===== src/common/mmutb_pkg.sv =====
package mmutb_pkg;
  // strap positions in the low data byte captured at reset release
  localparam int STRAP_BUS_LO = 1;
  localparam int STRAP_BUS_HI = 2;
  localparam int STRAP_DLY_LO = 3;
  localparam int STRAP_DLY_HI = 4;
  localparam int STRAP_FAST = 5;
  localparam int STRAP_EARLY = 6;
  localparam int STRAP_INHIBIT = 7;
  localparam logic [7:0] STRAP_RESET = 8'hFF;
  // timeout delay in half clocks per {hi,lo} strap code
  localparam logic [1:0] DLY_HALF_00 = 2'h3;
  localparam logic [1:0] DLY_HALF_01 = 2'h2;
  localparam logic [1:0] DLY_HALF_10 = 2'h1;
  localparam logic [1:0] DLY_HALF_11 = 2'h0;
  // strobe normally one clock (two half clocks) after the strobe edge
  localparam logic [2:0] BASE_HALF = 3'h2;
  localparam logic [3:0] STARTUP_CLKS = 4'h6;
  localparam logic [3:0] IDLE_CLKS = 4'h8;
  // size acknowledge per {hi,lo} bus size strap code, asserted = 1
  localparam logic [1:0] SACK_32 = 2'h3;
  localparam logic [1:0] SACK_16 = 2'h2;
  localparam logic [1:0] SACK_8 = 2'h1;
  localparam logic [23:0] ADDR_ALL = 24'hFFFFFF;
  // logical bits 8..19 stay visible in CPU space
  localparam logic [23:0] CPU_KEEP = 24'h000FFF;
  typedef enum logic [2:0] {
    CLS_XLAT, CLS_FAULT, CLS_RETRY, CLS_CPU_OTHER,
    CLS_REG, CLS_REG_SEARCH, CLS_SEARCH
  } mmutb_cls_type;
endpackage : mmutb_pkg


===== src/design/mmutb_bus_if.sv =====
// Behaviour
// fast strap low: searches use translation strobe edge
// fast strap high: search strobe one clock
// early startup begins exception hardware on detection
// early mode: grant waits up to eight clocks
// early strap low: startup waits for acknowledge
// external arbitration bypass needs early strap low
// inhibit strap sets inhibit on device cycles
// low address lines sampled every cycle
// initial shift masks upper logical bits
// CPU space keeps address bits up to nineteen
// extra page offset bits pass through unchanged
// upper physical address driven while bus owned
// master holds logical strobe until termination
// good translation outside CPU space asserts strobe
// foreign CPU space: pass address, inhibit, no strobe
// own CPU space: no strobe, no inhibit
// untranslatable cycle: fault, hold-off, request together
// forbidden cycle or disabled breakpoint: fault
// register access: data and size acknowledge in the same clock
// searching register access: request, hold-off, then acknowledge
// restart or descriptor miss: fault, hold-off, request
// straps captured from low data byte at reset
// timeout straps add zero to three half clocks
// physical strobe drops right after logical strobe
// synchronous mode: strobe one clock after edge
// straps stay fixed until next reset
module mmutb_bus_if
(
  input wire logic core_clk,
  input wire logic rst_n,
  input wire logic [7:0] data_low,
  input wire logic async_mode,
  input wire logic logical_addr_strobe,
  input wire logic [23:0] logical_upper_addr,
  input wire logic [7:0] shared_low_addr,
  input wire logic [3:0] initial_shift_field,
  input wire logic [2:0] page_extra_bits,
  input wire logic cpu_space,
  input wire logic target_self,
  input wire logic bkpt_ack_cycle,
  input wire logic bkpt_enabled,
  input wire logic xlat_hit,
  input wire logic [23:0] xlat_page,
  input wire logic xlat_violation,
  input wire logic reg_needs_search,
  input wire logic reg_restart_search,
  input wire logic reg_write,
  input wire logic [31:0] reg_read_data,
  input wire logic [31:0] data_in,
  input wire logic search_cycle,
  input wire logic [23:0] search_addr,
  input wire logic search_done,
  input wire logic phys_bus_owned,
  input wire logic logical_request_in,
  input wire logic logical_grant_acknowledge,
  output logic [23:0] lookup_addr,
  output logic [7:0] reg_select,
  output logic [23:0] physical_upper_addr,
  output logic phys_addr_oe,
  output logic physical_addr_strobe,
  output logic strobe_on_rising,
  output logic cache_load_inhibit,
  output logic bus_fault,
  output logic hold_off,
  output logic logical_request_out,
  output logic logical_grant_out,
  output logic [1:0] size_acknowledge,
  output logic [31:0] data_out,
  output logic data_oe,
  output logic [31:0] reg_write_data,
  output logic exc_active
);
  typedef enum logic [1:0] {ST_IDLE, ST_WAIT, ST_DRIVE} mmutb_st_type;

  function automatic logic [1:0] dly_half(input logic [1:0] code);
    case (code)
      2'h0: dly_half = mmutb_pkg::DLY_HALF_00;
      2'h1: dly_half = mmutb_pkg::DLY_HALF_01;
      2'h2: dly_half = mmutb_pkg::DLY_HALF_10;
      default: dly_half = mmutb_pkg::DLY_HALF_11;
    endcase
  endfunction : dly_half

  function automatic logic [1:0] sack_code(input logic [1:0] code);
    case (code)
      2'h1: sack_code = mmutb_pkg::SACK_8;
      2'h2: sack_code = mmutb_pkg::SACK_16;
      default: sack_code = mmutb_pkg::SACK_32;
    endcase
  endfunction : sack_code

  logic [7:0] straps;
  logic strap_done;
  logic las_sync;
  mmutb_st_type st_ff;
  mmutb_st_type nxt_st;
  mmutb_pkg::mmutb_cls_type cls_ff;
  mmutb_pkg::mmutb_cls_type cls_now;
  logic las_d_ff;
  logic src_d_ff;
  logic [1:0] cnt_ff;
  logic pas_ff, cli_ff, fault_ff, hold_ff, lreq_ff;
  logic [1:0] sack_ff;
  logic ack_pend_ff;
  logic [23:0] paddr_ff;
  logic [7:0] rsel_ff;
  logic [31:0] dout_ff;
  logic doe_ff;
  logic [31:0] wdata_ff;
  logic exc_pend_ff, exc_act_ff;
  logic [3:0] exc_cnt_ff;
  logic [3:0] idle_cnt_ff;
  logic grant_ff;
  logic srch_rise_hold;

  mmutb_strap_latch u_straps
  (
    .core_clk(core_clk),
    .rst_n(rst_n),
    .data_low(data_low),
    .straps(straps),
    .strap_done(strap_done)
  );

  mmutb_sync3 u_las_sync
  (
    .core_clk(core_clk),
    .rst_n(rst_n),
    .din(logical_addr_strobe),
    .dout(las_sync)
  );

  wire fast_off = straps[mmutb_pkg::STRAP_FAST];
  wire early_on = straps[mmutb_pkg::STRAP_EARLY];
  wire inhibit_on = straps[mmutb_pkg::STRAP_INHIBIT];
  wire [1:0] bus_code = {straps[mmutb_pkg::STRAP_BUS_HI],
                         straps[mmutb_pkg::STRAP_BUS_LO]};
  wire [1:0] dly_code = {straps[mmutb_pkg::STRAP_DLY_HI],
                         straps[mmutb_pkg::STRAP_DLY_LO]};
  wire [2:0] xl_half = mmutb_pkg::BASE_HALF + {1'b0, dly_half(dly_code)};
  // half clocks round up to whole clocks on a single clock
  wire [1:0] xl_cyc = 2'((xl_half + 3'h1) >> 1);
  wire [1:0] srch_cyc = fast_off ? 2'h1 : xl_cyc;
  // synchronous mode uses the raw strobe, relying on master timing
  wire las_s = async_mode ? las_sync : logical_addr_strobe;
  wire src_now = las_s | search_cycle;
  wire las_rise = las_s & ~las_d_ff;
  wire srch_rise = search_cycle & ~src_d_ff & ~las_s;
  wire start = (las_rise | srch_rise) & (st_ff == ST_IDLE);
  wire [1:0] cyc_sel = srch_rise ? srch_cyc : xl_cyc;
  wire fire = (start & (cyc_sel == 2'h1)) |
              ((st_ff == ST_WAIT) & (cnt_ff == 2'h1));
  wire src_gone = (st_ff != ST_IDLE) & ~src_now;
  wire [23:0] is_mask = (mmutb_pkg::ADDR_ALL >> initial_shift_field) |
                        (cpu_space ? mmutb_pkg::CPU_KEEP : 24'h000000);
  wire [23:0] off_mask = 24'((25'h1 << page_extra_bits) - 25'h1);
  wire [23:0] xl_addr = (xlat_page & ~off_mask) |
                        (logical_upper_addr & off_mask);
  wire need_search = (las_s & ~cpu_space & ~xlat_hit) |
                     (las_s & cpu_space & target_self & reg_needs_search);

  assign lookup_addr = logical_upper_addr & is_mask;
  assign reg_select = rsel_ff;

  // class of the cycle at the strobe decision point
  always_comb
  begin
    if (search_cycle & ~las_s)
      cls_now = mmutb_pkg::CLS_SEARCH;
    else if (cpu_space & ~target_self)
      cls_now = mmutb_pkg::CLS_CPU_OTHER;
    else if (cpu_space & bkpt_ack_cycle & ~bkpt_enabled)
      cls_now = mmutb_pkg::CLS_FAULT;
    else if (cpu_space & reg_restart_search)
      cls_now = mmutb_pkg::CLS_RETRY;
    else if (cpu_space & reg_needs_search)
      cls_now = mmutb_pkg::CLS_REG_SEARCH;
    else if (cpu_space)
      cls_now = mmutb_pkg::CLS_REG;
    else if (~xlat_hit)
      cls_now = mmutb_pkg::CLS_RETRY;
    else if (xlat_violation)
      cls_now = mmutb_pkg::CLS_FAULT;
    else
      cls_now = mmutb_pkg::CLS_XLAT;
  end

  always_comb
  begin
    nxt_st = st_ff;
    case (st_ff)
      ST_IDLE:
        if (fire)
          nxt_st = ST_DRIVE;
        else if (start)
          nxt_st = ST_WAIT;
      ST_WAIT:
        if (~src_now)
          nxt_st = ST_IDLE;
        else if (fire)
          nxt_st = ST_DRIVE;
      ST_DRIVE:
        if (~src_now)
          nxt_st = ST_IDLE;
      default:
        nxt_st = ST_IDLE;
    endcase
  end

  always_ff @(posedge core_clk or negedge rst_n)
  begin
    if (!rst_n)
    begin
      st_ff <= ST_IDLE;
      cls_ff <= mmutb_pkg::CLS_XLAT;
      cnt_ff <= 2'h0;
      las_d_ff <= 1'b0;
      src_d_ff <= 1'b0;
    end
    else
    begin
      st_ff <= nxt_st;
      las_d_ff <= las_s;
      src_d_ff <= search_cycle;
      if (start)
        cnt_ff <= 2'(cyc_sel - 2'h1);
      else if (st_ff == ST_WAIT)
        cnt_ff <= 2'(cnt_ff - 2'h1);
      if (fire)
        cls_ff <= cls_now;
    end
  end

  // bus control strobes; all drop with the strobe that caused them
  always_ff @(posedge core_clk or negedge rst_n)
  begin
    if (!rst_n)
    begin
      pas_ff <= 1'b0;
      cli_ff <= 1'b0;
      fault_ff <= 1'b0;
      hold_ff <= 1'b0;
      lreq_ff <= 1'b0;
      sack_ff <= 2'h0;
      ack_pend_ff <= 1'b0;
    end
    else if (src_gone)
    begin
      pas_ff <= 1'b0;
      cli_ff <= 1'b0;
      fault_ff <= 1'b0;
      hold_ff <= 1'b0;
      lreq_ff <= 1'b0;
      sack_ff <= 2'h0;
      ack_pend_ff <= 1'b0;
    end
    else if (fire)
    begin
      case (cls_now)
        mmutb_pkg::CLS_XLAT:
        begin
          pas_ff <= 1'b1;
          cli_ff <= 1'b0;
        end
        mmutb_pkg::CLS_SEARCH:
        begin
          pas_ff <= 1'b1;
          cli_ff <= inhibit_on;
        end
        mmutb_pkg::CLS_CPU_OTHER:
          cli_ff <= 1'b1;
        mmutb_pkg::CLS_FAULT:
          fault_ff <= 1'b1;
        mmutb_pkg::CLS_RETRY:
        begin
          fault_ff <= 1'b1;
          hold_ff <= 1'b1;
          lreq_ff <= 1'b1;
        end
        mmutb_pkg::CLS_REG_SEARCH:
        begin
          hold_ff <= 1'b1;
          lreq_ff <= 1'b1;
          ack_pend_ff <= 1'b1;
        end
        mmutb_pkg::CLS_REG:
          sack_ff <= sack_code(bus_code);
        default:
          pas_ff <= 1'b0;
      endcase
    end
    else if (ack_pend_ff)
    begin
      sack_ff <= sack_code(bus_code);
      ack_pend_ff <= 1'b0;
    end
  end

  // address path and register data lanes
  always_ff @(posedge core_clk or negedge rst_n)
  begin
    if (!rst_n)
    begin
      paddr_ff <= 24'h000000;
      rsel_ff <= 8'h00;
      dout_ff <= 32'h00000000;
      doe_ff <= 1'b0;
      wdata_ff <= 32'h00000000;
    end
    else
    begin
      rsel_ff <= shared_low_addr;
      if (search_cycle & ~las_s)
        paddr_ff <= search_addr;
      else if (cpu_space)
        paddr_ff <= logical_upper_addr;
      else
        paddr_ff <= xl_addr;
      doe_ff <= 1'b0;
      if (fire & (cls_now == mmutb_pkg::CLS_REG))
      begin
        if (reg_write)
          wdata_ff <= data_in;
        else
        begin
          dout_ff <= reg_read_data;
          doe_ff <= 1'b1;
        end
      end
      else if (doe_ff & ~src_gone)
        doe_ff <= 1'b1;
    end
  end

  // exception hardware startup and logical bus grant
  wire exc_kick = early_on ? need_search & ~exc_pend_ff & ~exc_act_ff
                           : 1'b0;
  wire ack_kick = ~early_on & exc_pend_ff & logical_grant_acknowledge;
  wire grant_ok = ~early_on | ~exc_act_ff | (idle_cnt_ff == 4'h1);
  always_ff @(posedge core_clk or negedge rst_n)
  begin
    if (!rst_n)
    begin
      exc_pend_ff <= 1'b0;
      exc_act_ff <= 1'b0;
      exc_cnt_ff <= 4'h0;
      idle_cnt_ff <= 4'h0;
      grant_ff <= 1'b0;
    end
    else
    begin
      if (~early_on & need_search & ~exc_act_ff)
        exc_pend_ff <= 1'b1;
      if (exc_kick | ack_kick)
      begin
        exc_pend_ff <= 1'b0;
        exc_act_ff <= 1'b1;
        exc_cnt_ff <= mmutb_pkg::STARTUP_CLKS;
      end
      else if (search_done | (idle_cnt_ff == 4'h1))
        exc_act_ff <= 1'b0;
      else if (exc_cnt_ff != 4'h0)
        exc_cnt_ff <= 4'(exc_cnt_ff - 4'h1);
      // idling the exception hardware delays the grant
      if (logical_request_in & early_on & exc_act_ff & ~grant_ff &
          (idle_cnt_ff == 4'h0))
        idle_cnt_ff <= mmutb_pkg::IDLE_CLKS;
      else if (idle_cnt_ff != 4'h0)
        idle_cnt_ff <= 4'(idle_cnt_ff - 4'h1);
      grant_ff <= logical_request_in & (grant_ff | grant_ok);
    end
  end

  assign physical_upper_addr = paddr_ff;
  assign phys_addr_oe = phys_bus_owned;
  assign physical_addr_strobe = pas_ff;
  assign srch_rise_hold = (cls_ff == mmutb_pkg::CLS_SEARCH) & fast_off;
  assign strobe_on_rising = ~dly_code[0] & ~srch_rise_hold;
  assign cache_load_inhibit = cli_ff;
  assign bus_fault = fault_ff;
  assign hold_off = hold_ff;
  assign logical_request_out = lreq_ff;
  assign logical_grant_out = grant_ff;
  assign size_acknowledge = sack_ff;
  assign data_out = dout_ff;
  assign data_oe = doe_ff;
  assign reg_write_data = wdata_ff;
  assign exc_active = exc_act_ff;
endmodule : mmutb_bus_if


===== src/design/mmutb_sync3.sv =====
module mmutb_sync3
(
  input wire logic core_clk,
  input wire logic rst_n,
  input wire logic din,
  output logic dout
);
  logic s1_ff;
  logic s2_ff;
  logic s3_ff;
  logic out_ff;

  always_ff @(posedge core_clk or negedge rst_n)
  begin
    if (!rst_n)
    begin
      s1_ff <= 1'b0;
      s2_ff <= 1'b0;
      s3_ff <= 1'b0;
      out_ff <= 1'b0;
    end
    else
    begin
      s1_ff <= din;
      s2_ff <= s1_ff;
      s3_ff <= s2_ff;
      // a change counts only once two stages agree
      if (s2_ff == s3_ff)
        out_ff <= s3_ff;
    end
  end

  assign dout = out_ff;
endmodule : mmutb_sync3


===== src/design/mmutb_strap_latch.sv =====
module mmutb_strap_latch
(
  input wire logic core_clk,
  input wire logic rst_n,
  input wire logic [7:0] data_low,
  output logic [7:0] straps,
  output logic strap_done
);
  logic [7:0] straps_ff;
  logic done_ff;

  // captured on the first edge after release; async reset takes constants
  always_ff @(posedge core_clk or negedge rst_n)
  begin
    if (!rst_n)
    begin
      straps_ff <= mmutb_pkg::STRAP_RESET;
      done_ff <= 1'b0;
    end
    else if (!done_ff)
    begin
      straps_ff <= data_low;
      done_ff <= 1'b1;
    end
  end

  assign straps = straps_ff;
  assign strap_done = done_ff;
endmodule : mmutb_strap_latch


===== config.mk =====
export PLATFORM = sky130hd
export DESIGN_NAME = mmutb_bus_if
export DESIGN_NICKNAME = d
export VERILOG_FILES = /design/src/common/mmutb_pkg.sv /design/src/design/mmutb_bus_if.sv /design/src/design/mmutb_sync3.sv /design/src/design/mmutb_strap_latch.sv
export SDC_FILE = /design/constraint.sdc
export NUM_CORES = 1
export LEC_CHECK = 0
export BUFFER_PORTS_ARGS = -buffer_cell sky130_fd_sc_hd__buf_2
export CORE_ASPECT_RATIO = 1.4
export CORE_MARGIN = 10
export CORE_UTILIZATION = 46
export DETAILED_ROUTE_END_ITERATION = 8
export HOLD_SLACK_MARGIN = 0.1
export PLACE_DENSITY = 0.8
export SLEW_MARGIN = 15
export SYNTH_ARGS = -nofsm -noshare
export SYNTH_HDL_FRONTEND = slang
export SYNTH_SLANG_ARGS = --single-unit

===== constraint.sdc =====
create_clock -name core_clk -period 3.7 [get_ports core_clk]
set_input_delay 0.37 -clock core_clk [delete_from_list [all_inputs] [get_ports core_clk]]
set_output_delay 0.37 -clock core_clk [all_outputs]
set_load 0.02 [all_outputs]

==> metrics.csv <==
metric,value,unit
synthAdderAreaFrac,1.62,%
wl_per_cell,20.5,um
p_int,0.00313,W
hp-class,input pin to async pin,
critical-path-max-stage-delay,550,ps
crit_path_end_kind,register,
drive_above_1_share,53.8,%
start_util,46.9,%
gp_congestion,0.884,
die_w,117,um
grt_usage,21.0,%
tightest_slew,1010,ps
ant_nets,0,
avgViaCountPerCell,5.20,
synth_compound_area_share,8.48,%
rsz0062_at_grt,false,
clock_path_buffers,2,
comb_power_share,23.1,%
drtIter0Drc,335,
io_buffer_count,305,
swShare,31.2,%
num_rows,49,
seq_area,0.00331,sq mm
grt_pass1_wl,29300,um
drt-total-wl,19400,um
synth_top_family_by_area,multiplexers,
ctsResizeCount,0,
clk_pin_slew,60,ps
crit_required,3990,ps
ir_worst_vdd,0.348,mV
fin_nets,964,
top_layer_used,met4,
critPathSlowestCell,dlygate4sd3_1,
num-fill-cells,1054,
grt_pass1_vias,5182,
muxShareOfSynthArea,21.6,%
min_period,3300,ps
cellLeakagePower,4.59,nW
cts_tree,done,
cp.buffers_inverters,3,
dpl.hpwl,15100,um
htreeDepth,4,
wl_met3,2090,um
synth_xor_area_share,0,%
slew_violations,0,
final_design_area_no_fill,0.00826,sq mm
clock.fmax,0.303,GHz
startpoint_type,input pin,
vias,4920,
fin_util,64.2,%
grt_max_degree,111,
yosys.area_share.simple,8.75,%
synthCells,473,
dr_wl_met2,9540,um
worst-setup-path-type,input pin to register,
insertion_delay,420,ps
outcome,finished clean,
p_per_area,550,mW/mm^2
overflow,0,
synth_area,0.00604,sq mm
cts.sinks,132,
power.share.clock,36.3,%
clock_skew,13.1,ps
antenna_found_initial,1,
cp_top_family,simple AND/OR/NAND/NOR gates,
seq_power_share,40.5,%
drt-pass1-iter-count,4,
tns,0,ps
min_period_over_period,89.2,%
route.detailed.drc,0,
synth_edf_count,0,
power.switching,0.00142,W
synth_cell_type_count,60,
die_area,0.0182,sq mm
io_pins,309,
placed_area,0.00758,sq mm
yosys_warnings,0,
crit_fanout,32,
async_reset_ff_share,100,%
cts_setup_buffers,0,
ys_seq_area_share,54.9,%
max_cap_violations,0,
worstPathCellList,dlygate4sd3_1 > buf_2 > mux2i_2 > and2_1 > nand3b_1 > nand2b_1 > ha_1 > or4b_1 > o2bb2ai_2 > nor3_4 > nand2b_2 > buf_4 > mux2_4,
final_cell_mix,"buf_2, dfrtp_1, mux2_4, o21ai_0, nand2_1",
synthToLayoutAreaGrowth,36.8,%
syn-num-nets,657,
ys_ff_latch,132,
root_buffer,clkbuf_16,
setup_viol,0,
avgSynthCellArea,12.8,sq um
arrival,3590,ps
layout_commonest_cell,buf_2,
multiInputGateArea,0.00244,sq mm
wl_met1,7300,um
numCtsBuffers,17,
maxSlewHeadroom,32.5,%
coreArea,0.0129,sq mm
die_h,156,um
hold_violations,0,
synth_ff_type,dfrtp_1,
## kinds of logic (layout without fill, tap and decap cells)
family | count (synthesis) | after routing
mux | 102 | 102
fa+ha+maj | 8 | 8
buf+inv | 48 | 368
compound gates | 82 | 82
simple gates | 100 | 100
other cells | 1 | 2
flops | 132 | 132
## metal layers
layer	up-vias	global-route usage, %
met5	-	0
met4	0	7.44
met3	28	9.08
met2	257	35.1
met1	2360	23.1
li1	2275	-
## metrics by stage
step | hold WS (ps) | setup slack [ps] | instances | total power, W
final | 39.9 | 399 | 947 | 0.00454
after global routing | 158 | 196 | 947 | 0.00478
after CTS | 132 | 431 | 946 | 0.00458
after detailed placement | 346 | 553 | 905 | 0.00291
after global placement | 350 | 591 | 905 | 0.00287
after floorplan | 74.4 | 590 | 473 | 0.00248
## layout make-up
class | count | area share [%]
sequential | 132 | 40.1
antenna | 1 | 0.0303
clock inverter | 14 | 1.86
timing repair buffer | 320 | 20.2
clock buffer | 18 | 5.20
multi-input combinational | 293 | 29.6
tap | 153 | 2.32
inverter | 16 | 0.727
## worst register-to-register path: cells and delay by family, from the launching register on
family | cells | cell delay, ps
AND/OR/NAND/NOR | 6 | 1250
flip-flops | 1 | 400
multiplexers | 2 | 600
AO/OA/AOI/OAI | 1 | 170
buffers and inverters | 1 | 310
adder cells (fa/ha/maj) | 1 | 190
## power by group through the flow
stage / registers [W] / clock network (W) / logic (W)
after detailed placement: 0.00186 / 0 / 0.00105
after floorplan: 0.00199 / 0 / 0.000492
after CTS: 0.00184 / 0.00168 / 0.00106
after global placement: 0.00185 / 0 / 0.00102
after global routing: 0.00187 / 0.00175 / 0.00115
final: 0.00184 / 0.00165 / 0.00105
## Yosys cell counts (all sizes together), types with 6 or more instances
master,count,area share (%)
nand2,34,2.2
ha,7,1.5
o21ai,38,3.2
mux2,75,17
dfrtp,125,52
nor2b,6,0.62
nor3,6,0.68
dfstp,7,3.0
nor2,16,0.99
inv,16,0.99
buf,19,2.9
nand3,6,0.50
clkbuf,13,0.81
a21oi,14,1.2
nand2b,8,0.87
mux2i,27,4.5
## registers in the layout (all words and copies together), names as in the netlist, 2 cells and up
register             flops
size_acknowledge         2
reg_select               8
reg_write_data          32
idle_cnt_ff              4
u_straps.straps          7
cnt_ff                   2
data_out                32
st_ff                    2
cls_ff                   3
physical_upper_addr     24
## path summary, 6_finish.rpt
path | start | to | slack [ps] | depth (start not counted)
max in group asynchronous | rst_n | reg_write_data[18] | 2700 | 2
max reg2reg | u_las_sync.dout | data_out[28] | 660 | 11
min | rst_n | reg_write_data[10] | 40 | 1
max | logical_addr_strobe | data_out[28] | 400 | 13
min reg2reg | u_las_sync.s1_ff | u_las_sync.s2_ff | 360 | 0
min in group core_clk | search_addr[6] | physical_upper_addr[6] | 160 | 3
## repair_timing
item | 4_1_cts | 5_1_grt
setup endpoints to repair | 0 | 0
hold endpoints to repair | 9 | 0
hold buffers | 9 | 0
(Power assumes the default switching activity.)
